File: src/scrr_defines.svh
`ifndef SCRR_DEFINES_SVH
`define SCRR_DEFINES_SVH

// ----------------------------------------
// Opcodes
// ----------------------------------------
`define SCRR_OP_READOUT 8'h96
`define SCRR_OP_RST_EN 8'h66
`define SCRR_OP_RST 8'h99

// ----------------------------------------
// Frame layout
// ----------------------------------------
`define SCRR_BITS_PER_BYTE 8
`define SCRR_STATUS_BYTE 6'h02
`define SCRR_FIRST_FIELD_BYTE 6'h03
`define SCRR_PAYLOAD_BYTES 49
`define SCRR_END_BYTE 6'h33
`define SCRR_BYTE_CNT_MAX 6'h3F
`define SCRR_TAG_BITS 96
`define SCRR_COUNT_BITS 32
`define SCRR_SIG_BITS 256
`define SCRR_FIELD_BITS 384

// ----------------------------------------
// Timing
// ----------------------------------------
`define SCRR_CLK_PERIOD_NS 100
`define SCRR_T_RST_NS 30000
`define SCRR_RST_CYC (`SCRR_T_RST_NS / `SCRR_CLK_PERIOD_NS)

`endif

File: src/scrr_pkg.sv
package scrr_pkg;
    typedef logic [7:0] scrr_byte_t;
    typedef enum logic [1:0] {PH_OPCODE, PH_READOUT, PH_OTHER} scrr_phase_e;
endpackage : scrr_pkg

File: src/scrr_top.sv
// Notes on behaviour
// - Every instruction is single-line SPI, eight serial clocks per byte.
// - Readout: opcode, dummy, status, 96-bit tag, 32-bit counter, 256-bit signature.
// - Readout returns the status of the most recent authenticated command frame.
// - Fields are valid after status when last command was a good counter request, not busy.
// - Host may end the readout at any byte by raising chip select.
// - Payload is 49 bytes; anything beyond is arbitrary and discarded by host.
// - While busy, every byte from the third onward repeats status; no fields.
// - Accepted reset aborts operations and restores power-on state and volatile bits.
// - Reset needs reset-enable then reset opcode as consecutive separate instructions.
// - Any opcode other than reset or reset-enable after reset-enable disarms the sequence.
// - After reset the device ignores all commands for about 30 us.
`include "scrr_defines.svh"
`timescale 1ns/1ps
`default_nettype none

module scrr_top #(
    parameter int unsigned RST_CYCLES = `SCRR_RST_CYC
) (
    // Clock, reset, enable
    input wire logic core_clk,
    input wire logic resetn,
    input wire logic ce,
    // SPI pins
    input wire logic spi_sclk,
    input wire logic spi_cs_n,
    input wire logic spi_mosi,
    output logic spi_miso,
    output logic spi_miso_oe,
    // Authenticated command engine
    input wire scrr_pkg::scrr_byte_t auth_status,
    input wire logic auth_busy,
    input wire logic auth_error,
    input wire logic auth_last_req,
    input wire logic [`SCRR_TAG_BITS-1:0] auth_tag,
    input wire logic [`SCRR_COUNT_BITS-1:0] auth_counter,
    input wire logic [`SCRR_SIG_BITS-1:0] auth_sig,
    output logic cmd_valid,
    output scrr_pkg::scrr_byte_t cmd_opcode,
    output logic soft_reset,
    output logic recovering
);
    import scrr_pkg::*;
    if (RST_CYCLES < 1 || RST_CYCLES > 511) begin : g_chk
        $error("RST_CYCLES must lie in 1..511");
    end
    // ----------------------------------------
    // Reset release and pin synchronisers
    // ----------------------------------------
    logic [1:0] rst_q;
    logic rst_n;
    logic [2:0] sclk_q;
    logic [2:0] cs_q;
    logic [1:0] mosi_q;
    always_ff @(posedge core_clk or negedge resetn) begin
        if (!resetn) begin
            rst_q <= 2'h0;
        end else if (ce) begin
            rst_q <= {rst_q[0], 1'b1};
        end
    end
    assign rst_n = rst_q[1];
    // Only stages 1 and 2 feed logic; stage 0 is read by stage 1 alone
    always_ff @(posedge core_clk or negedge rst_n) begin
        if (!rst_n) begin
            sclk_q <= 3'h0;
            cs_q <= 3'h7;
            mosi_q <= 2'h0;
        end else if (ce) begin
            sclk_q <= {sclk_q[1:0], spi_sclk};
            cs_q <= {cs_q[1:0], spi_cs_n};
            mosi_q <= {mosi_q[0], spi_mosi};
        end
    end
    logic sclk_rise, sclk_fall, cs_low, cs_rise;
    assign sclk_rise = sclk_q[1] & ~sclk_q[2];
    assign sclk_fall = ~sclk_q[1] & sclk_q[2];
    assign cs_low = ~cs_q[1];
    assign cs_rise = cs_q[1] & ~cs_q[2];
    // ----------------------------------------
    // Bit and byte framing
    // ----------------------------------------
    logic [2:0] bit_q;
    logic [5:0] byte_q;
    scrr_byte_t rx_q;
    scrr_byte_t rx_next;
    logic byte_done;
    assign rx_next = {rx_q[6:0], mosi_q[1]};
    assign byte_done = sclk_rise & cs_low & (bit_q == 3'h7);
    always_ff @(posedge core_clk or negedge rst_n) begin
        if (!rst_n) begin
            bit_q <= 3'h0;
            byte_q <= 6'h00;
            rx_q <= 8'h00;
        end else if (ce) begin
            if (!cs_low) begin
                bit_q <= 3'h0;
                byte_q <= 6'h00;
            end else if (sclk_rise) begin
                bit_q <= bit_q + 3'h1;
                rx_q <= rx_next;
                if (byte_done && byte_q != `SCRR_BYTE_CNT_MAX) begin
                    byte_q <= byte_q + 6'h01;
                end
            end
        end
    end
    // ----------------------------------------
    // Opcode decode and reset sequence
    // ----------------------------------------
    scrr_phase_e phase_q;
    logic op_taken;
    logic armed_q;
    logic pend_q;
    logic [8:0] rec_q;
    assign op_taken = byte_done & (phase_q == PH_OPCODE) & ~recovering;
    always_ff @(posedge core_clk or negedge rst_n) begin
        if (!rst_n) begin
            phase_q <= PH_OPCODE;
        end else if (ce) begin
            if (!cs_low) begin
                phase_q <= PH_OPCODE;
            end else if (byte_done) begin
                unique case (phase_q)
                    PH_OPCODE: begin
                        // A command arriving during recovery is swallowed whole
                        if (!recovering && rx_next == `SCRR_OP_READOUT) begin
                            phase_q <= PH_READOUT;
                        end else begin
                            phase_q <= PH_OTHER;
                        end
                    end
                    PH_READOUT: begin
                        phase_q <= PH_READOUT;
                    end
                    PH_OTHER: begin
                        phase_q <= PH_OTHER;
                    end
                endcase
            end
        end
    end
    always_ff @(posedge core_clk or negedge rst_n) begin
        if (!rst_n) begin
            cmd_valid <= 1'b0;
            cmd_opcode <= 8'h00;
        end else if (ce) begin
            cmd_valid <= op_taken;
            if (op_taken) begin
                cmd_opcode <= rx_next;
            end
        end
    end
    always_ff @(posedge core_clk or negedge rst_n) begin
        if (!rst_n) begin
            armed_q <= 1'b0;
            pend_q <= 1'b0;
        end else if (ce) begin
            if (soft_reset) begin
                armed_q <= 1'b0;
                pend_q <= 1'b0;
            end else if (op_taken) begin
                armed_q <= (rx_next == `SCRR_OP_RST_EN);
                if (armed_q && rx_next == `SCRR_OP_RST) begin
                    pend_q <= 1'b1;
                end
            end
        end
    end
    // Reset fires when the reset frame closes, so its own bytes are not cut short
    always_ff @(posedge core_clk or negedge rst_n) begin
        if (!rst_n) begin
            soft_reset <= 1'b0;
            recovering <= 1'b0;
            rec_q <= 9'h000;
        end else if (ce) begin
            soft_reset <= pend_q & cs_rise & ~soft_reset;
            if (soft_reset) begin
                recovering <= 1'b1;
                rec_q <= 9'(RST_CYCLES);
            end else if (rec_q != 9'h000) begin
                rec_q <= rec_q - 9'h001;
                if (rec_q == 9'h001) begin
                    recovering <= 1'b0;
                end
            end
        end
    end
    // ----------------------------------------
    // Readout data path
    // ----------------------------------------
    logic busy_snap_q;
    logic valid_snap_q;
    scrr_byte_t status_snap_q;
    scrr_byte_t tx_q;
    scrr_byte_t tx_byte;
    logic tx_load;
    logic [`SCRR_FIELD_BITS-1:0] fields_w;
    logic [5:0] pidx;
    assign fields_w = {auth_tag, auth_counter, auth_sig};
    assign pidx = byte_q - `SCRR_FIRST_FIELD_BYTE;
    assign tx_load = sclk_fall & cs_low & (bit_q == 3'h0) & (phase_q == PH_READOUT) & (byte_q >= `SCRR_STATUS_BYTE);
    // Snapshot at the end of the dummy byte so status and flags share one state; field bytes are read live at each load
    always_ff @(posedge core_clk or negedge rst_n) begin
        if (!rst_n) begin
            busy_snap_q <= 1'b0;
            valid_snap_q <= 1'b0;
            status_snap_q <= 8'h00;
        end else if (ce && byte_done && phase_q == PH_READOUT && byte_q == 6'h01) begin
            busy_snap_q <= auth_busy;
            valid_snap_q <= auth_last_req & ~auth_error & ~auth_busy;
            status_snap_q <= auth_status;
        end
    end
    always_comb begin
        if (byte_q == `SCRR_STATUS_BYTE || busy_snap_q) begin
            tx_byte = status_snap_q;
        end else if (valid_snap_q && byte_q < `SCRR_END_BYTE) begin
            tx_byte = fields_w[9'(`SCRR_FIELD_BITS - 8) - {pidx, 3'h0} +: 8];
        end else begin
            tx_byte = 8'h00;
        end
    end
    always_ff @(posedge core_clk or negedge rst_n) begin
        if (!rst_n) begin
            tx_q <= 8'h00;
            spi_miso <= 1'b0;
            spi_miso_oe <= 1'b0;
        end else if (ce) begin
            if (!cs_low) begin
                spi_miso_oe <= 1'b0;
                tx_q <= 8'h00;
                spi_miso <= 1'b0;
            end else if (tx_load) begin
                tx_q <= tx_byte;
                spi_miso <= tx_byte[7];
                spi_miso_oe <= 1'b1;
            end else if (sclk_fall) begin
                tx_q <= {tx_q[6:0], 1'b0};
                spi_miso <= tx_q[6];
            end
        end
    end
    // ----------------------------------------
    // Checks
    // ----------------------------------------
    logic [8:0] rec_len_q;
    always_ff @(posedge core_clk or negedge rst_n) begin
        if (!rst_n) begin
            rec_len_q <= 9'h000;
        end else if (ce) begin
            rec_len_q <= recovering ? rec_len_q + 9'h001 : 9'h000;
        end
    end
endmodule : scrr_top

`default_nettype wire

File: config.mk
export PLATFORM = sky130hd
export DESIGN_NAME = scrr_top
export DESIGN_NICKNAME = d
export VERILOG_FILES = /design/src/scrr_pkg.sv /design/src/scrr_top.sv
export VERILOG_INCLUDE_DIRS = /design/src /design/src/src
export SDC_FILE = /design/constraint.sdc
export NUM_CORES = 1
export LEC_CHECK = 0
export ABC_AREA = 1
export CAP_MARGIN = 20
export CORE_AREA = 5 5 157 159
export DETAILED_ROUTE_END_ITERATION = 8
export DIE_AREA = 0 0 162 164
export DONT_BUFFER_PORTS = 1
export PLACE_DENSITY = 0.51
export REMOVE_ABC_BUFFERS = 1
export SLEW_MARGIN = 40
export SYNTH_ARGS = -nofsm -noshare
export SYNTH_HDL_FRONTEND = slang
export SYNTH_SLANG_ARGS = --single-unit
File: constraint.sdc
create_clock -name core_clk -period 2.2 [get_ports core_clk]
set_clock_uncertainty 0.1 [all_clocks]
set_input_delay 0.22 -clock core_clk [delete_from_list [all_inputs] [get_ports core_clk]]
set_output_delay 0.22 -clock core_clk [all_outputs]
set_load 0.02 [all_outputs]
# [Word-level counts from Yosys, hierarchy flattened]
# Cells that the tools add are included.
[totals] register_bits=69 in_bits=401 word_cells=123 out_inout_bits=13
[classes] reduce_logical=32 n_eq_ne=10 addsub=5 n_shift=1 n_bitwise=23 muxes=29 n_lt_le_gt_ge=2
[op_table] cell="384-bit by 10-bit variable part select with 8-bit output" n=1
[op_table] cell="7-bit 2-to-1 mux" n=3
[op_table] cell="6-bit 2-to-1 mux" n=3
[op_table] cell="9-bit 2-to-1 mux" n=2
[op_table] cell="8-bit equality test, second input constant" n=2
[op_table] cell="8-bit 2-to-1 mux" n=2
[op_table] cell="2-bit nonzero test" n=8
[op_table] cell="1-bit bitwise AND" n=15
[op_table] cell="2-bit AND reduction" n=7
[op_table] cell="1-bit 2-to-1 mux" n=13
[op_table] cell="3-bit AND reduction" n=4
[op_table] cell="9-bit by 1-bit equality test with 1-bit output, second input constant" n=1
[op_table] cell="9-bit nonzero test" n=1
[op_table] cell="9-bit by 1-bit subtractor with 9-bit output, second input constant" n=1
[op_table] cell="9-bit subtractor, first input constant" n=1
[op_table] cell="8-bit by 7-bit equality test with 1-bit output, second input constant" n=1
[op_table] cell="1-bit NOT" n=8
[op_table] cell="1-bit logical AND" n=7
[op_table] cell="6-bit by 1-bit adder with 6-bit output, second input constant" n=1
[op_table] cell="6-bit by 1-bit equality test with 1-bit output, second input constant" n=1
[op_table] cell="6-bit by 2-bit equality test with 1-bit output, second input constant" n=1
[op_table] cell="6-bit by 2-bit greater-or-equal comparator with 1-bit output, second input constant" n=1
[op_table] cell="6-bit less-than comparator, second input constant" n=1
[op_table] cell="2-bit 2-to-1 mux" n=3
[op_table] cell="other kinds (13)" n=14

# [Logic depth before layout (Yosys ltp)]
[logic_depth] ltp_word=8 ltp_mapped=18

# [Worst setup path after synthesis]
# Ideal clock, no wire load.
[synth_path] path_type="reg-to-reg" startpoint="register byte_q[0]" endpoint="register tx_q[1]" t_required_ns=1.984 setup_slack_ns=-0.289 stages_incl_launch_ff=19 period_less_slack_ns=2.489 arrival_time_ns=2.272 path_cell_list="dfrtp_1 > buf_4 > inv_2 > buf_2 > buf_2 > ha_1 > buf_2 > inv_2 > buf_2 > buf_2 > nand3_1 > nand3_1 > nand3_1 > nand3_1 > nand2_1 > nand3_1 > nand2_1 > nand2_1 > nand2_1"
[synth_via] elab_chain_cells=7 word_cells_on_any_way=15
[synth_rtl] item="start: declaration" line_no="scrr_top.sv:84" source="logic [5:0] byte_q;"
[synth_rtl] item="start signal: assignment" line_no="scrr_top.sv:103" source="byte_q <= byte_q + 6'h01;"
[synth_rtl] item="6-bit by 2-bit subtractor with 6-bit output (no source line)"
[synth_rtl] item="9-bit subtractor" line_no="scrr_top.sv:219" source="tx_byte = fields_w[9'(`SCRR_FIELD_BITS - 8) - {pidx, 3'h0} +: 8];"
[synth_rtl] item="384-bit by 10-bit variable part select with 8-bit output" line_no="scrr_top.sv:219"
[synth_rtl] item="8-bit 2-to-1 mux" line_no="scrr_top.sv:218" source="end else if (valid_snap_q && byte_q < `SCRR_END_BYTE) begin"
[synth_rtl] item="8-bit 2-to-1 mux" line_no="scrr_top.sv:216" source="if (byte_q == `SCRR_STATUS_BYTE || busy_snap_q) begin"
[synth_rtl] item="7-bit 2-to-1 mux" line_no="scrr_top.sv:234" source="end else if (tx_load) begin"
[synth_rtl] item="7-bit 2-to-1 mux" line_no="scrr_top.sv:230" source="if (!cs_low) begin"
[synth_rtl] item="end signal: assignment" line_no="scrr_top.sv:235" source="tx_q <= tx_byte;"
[synth_rtl] item="end signal: assignment" line_no="scrr_top.sv:239" source="tx_q <= {tx_q[6:0], 1'b0};"
[synth_rtl] item="end: declaration" line_no="scrr_top.sv:195" source="scrr_byte_t tx_q;"
# Parallel ways exist; a longest one is shown, timed or not.
# A chain may end at the register's enable or synchronous reset.

# [Worst setup path in the final report]
[layout_path] startpoint="register byte_q[0]" endpoint="register tx_q[5]"
# The elaborated chain is that of the path after synthesis.

==> impl_results.md <==
* Outcome: completed
* Initial antenna violation count at 8
* Synth top area share at 26.9%
* Setup crit start: byte_q[0]$_DFFE_PN0P_
* Clock root buffer: clkbuf_16
* Filler cells at ~2500
* CTS max path bufs at 2
* RSZ-0062 raised after global routing: true
* Hold Path Class: in2async
* Final WL at 33.3 mm
* GR Util All Layers at between 20% and 30%
* Iteration-0 DRC Markers at 897
* Layout cell share with drive strength beyond 1 at under 10%
* Ys async rst share at 100%
* Final Critical Period at 2.19 ns
* Distinct cells, synth at 36
* PwrDens at about 450 nW/um2
* Die Ht at between 150 and 200 um
* Core Util, Final at 37.1%
* Area Growth Syn to Fin at 19.5%
* Synth Cell Area at 7180 um2
* Final setup vio count at 0
* Max-Cap Viols at 0
* Critical path fanouts, max at 34
* CTS tree: built
* IO Port Bufs at 0
* Achievable Freq at 456 MHz
* Total global routing overflow at 0
* Number of global-route vias before repair at 8073
* Yosys reg bits at 69
* RePlAce Congestion at 0.887
* I/O pin count at 414
* Worst EP arrival at around 2.3 ns
* Max-slew violations at 0
* Crit share post-route at between 90 and 100%
* Die Wd at 162 um
* Post-DP HPWL at between 20 and 25 mm
* Post-route ant nets at 0
* Initial Util at 31.0%
* Largest net degree at the start of global routing at 70
* Worst r2r src: byte_q[0]$_DFFE_PN0P_
* DIE AREA at about 27000 um2
* Routed wire per std cell at 21.3 um
* Drt drc at 0
* CP Launch Type: flop
* Maximum vdd drop at 0.369 mV
* Vias at 8589
* Cell with the most instances after synthesis: nand2_1
* Final hold vios at 0
* Synth Instances at around 1300
* Post-Place Worst Slack at -0.133 ns
* Largest area contributor in the netlist: nand2_1
* Avg Cell Area, Syn at ~5.7 um2
* Synth area leaders: nand2_1 (27%), nand3_1 (25%), dfrtp_1 (23%)
* Ys flop type: dfrtp_1
* H-tree depth at 3
* Clock latency on the worst-skew pair at approximately 0.33 ns
* Synth cell count leaders: nand2_1 (515), nand3_1 (364), dfrtp_1 (66)
* Final setup slack of the worst path at 0.00665 ns
* Global-route wire length before repair at 45.8 mm
* Slew @ Worst Pin at 0.513 ns
* Worst setup EP type: flop
* DR pass1 iterations at 6
* Req. time, crit path at 2.33 ns
* Hold WS at between 0.02 and 0.03 ns
* Worst relative slew slack at 65.8%
* Sink Count at 69
* Kind of critical path: reg2reg
* Final net count at between 1500 and 2000
* Lkg Pwr at 4.09 nW
* Seq/Total Area, Yosys at about 24%
* Core area at 23100 um2
* Post-synth EDFFs at 0
* Vias per cell at 5.50
* YS warnings at 0
* Clock slew at reported path FFs at 0.06 ns
* TritonCTS buffer count at 9
* Row Count at 56
kinds of logic after synthesis:
group / share of synthesized area (%)
simple gates: 57.2
buf+inv: 9.60
compound gates: 5.45
flops: 24.1
fa+ha+maj: 1.92
xor+xnor: 1.20
mux: 0.471
per-stage QoR:
stage	instance area, um2	TNS [ns]	instances	power, mW
2_1_floorplan	6750	-107.06	1176	2.05
3_3_place_gp	7660	-0.344	1511	2.23
3_5_place_dp	7660	-0.217	1511	2.25
4_1_cts	8200	0	1545	3.91
5_1_grt	8580	-0.657	1562	4.09
6_report	8580	0	1562	3.88
routing by layer:
metal  track usage [%]  vias up  share of wire [%]
met5                 0        -               0.14
met4              4.19        6                1.7
met3              6.15       41                9.7
met2              37.9      454                 47
met1              27.8     3949                 41
li1                  -     4139                  -
cell usage in the layout (no fill, tap or decap), drive strengths merged:
cell type / instances
a21oi: 24
a311oi: 1
a41oi: 1
and3: 1
buf: 49
bufinv: 2
clkbuf: 18
clkinv: 4
clkinvlp: 1
dfrtp: 66
dfstp: 3
diode: 5
dlygate4sd3: 17
dlymetal6s4s: 1
ha: 11
inv: 68
mux2: 3
nand2: 523
nand3: 366
nand3b: 1
nand4: 5
nor2: 41
nor3: 5
nor4: 3
o21ai: 41
o22ai: 5
or2: 1
xor2: 6
state kept, by name (all words and copies together), names as in the netlist, 2 cells and up:
name	count
sclk_q	3
byte_q	6
rec_q	9
cmd_opcode	8
status_snap_q	8
rst_q	2
mosi_q	2
rx_q	7
tx_q	7
cs_q	3
phase_q	2
bit_q	3
power breakdown:
| group | internal, mW | leakage (nW) | switching (mW) | total (mW) |
|---|---|---|---|---|
| Combinational | 0.272 | 3.07 | 0.435 | 0.707 |
| Clock | 1.03 | 0.159 | 0.580 | 1.61 |
| Sequential | 1.43 | 0.860 | 0.135 | 1.56 |
| Total | 2.73 | 4.09 | 1.15 | 3.88 |
final timing paths:
| path | end | slack, ns | cells past startpoint |
|---|---|---|---|
| setup / recovery | tx_q[5]$_DFFE_PN0P_ | 0.007 | 12 |
| hold / removal | rst_q[0]$_DFFE_PN0P_ | 0.03 | 1 |
| setup reg to reg | tx_q[5]$_DFFE_PN0P_ | 0.007 | 12 |
| hold reg to reg | rec_q[6]$_DFFE_PN0P_ | 0.07 | 0 |
| max in group asynchronous | cs_q[2]$_DFFE_PN1P_ | 1.28 | 1 |
| min in group core_clk | rec_q[0]$_DFFE_PN0P_ | 0.11 | 3 |
critical path, stage by stage, from the launching register on:
cell     delay, ns
dfrtp_4       0.49
inv_8         0.05
ha_4          0.35
buf_16        0.21
nand3_1       0.20
nand3_1       0.20
nand3_1       0.09
nand3_1       0.08
nand2_1       0.05
nand3_1       0.08
nand2_1       0.05
nand2_1       0.05
nand2_1       0.04
layout make-up:
type,instances,area [um2],share of cell area [%]
Antenna cell,5,12.5,0.146
Multi-Input combinational cell,1038,4840,56.4
Inverter,69,282,3.28
Clock buffer,10,239,2.79
Timing Repair Buffer,75,1010,11.8
Tap cell,290,363,4.23
Sequential cell,69,1740,20.2
Clock inverter,6,93.8,1.09
what timing repair did:
item | CTS | global route
buffers inserted | 0 | 3
resized for setup | 8 | 29
endpoints found under the hold margin | 22 | 0
pin swaps | 0 | 3
hold buffers | 18 | 0
setup endpoints to repair | 6 | 24
gates cloned | 0 | 9
No activity file was read; power rests on OpenSTA's default activity.
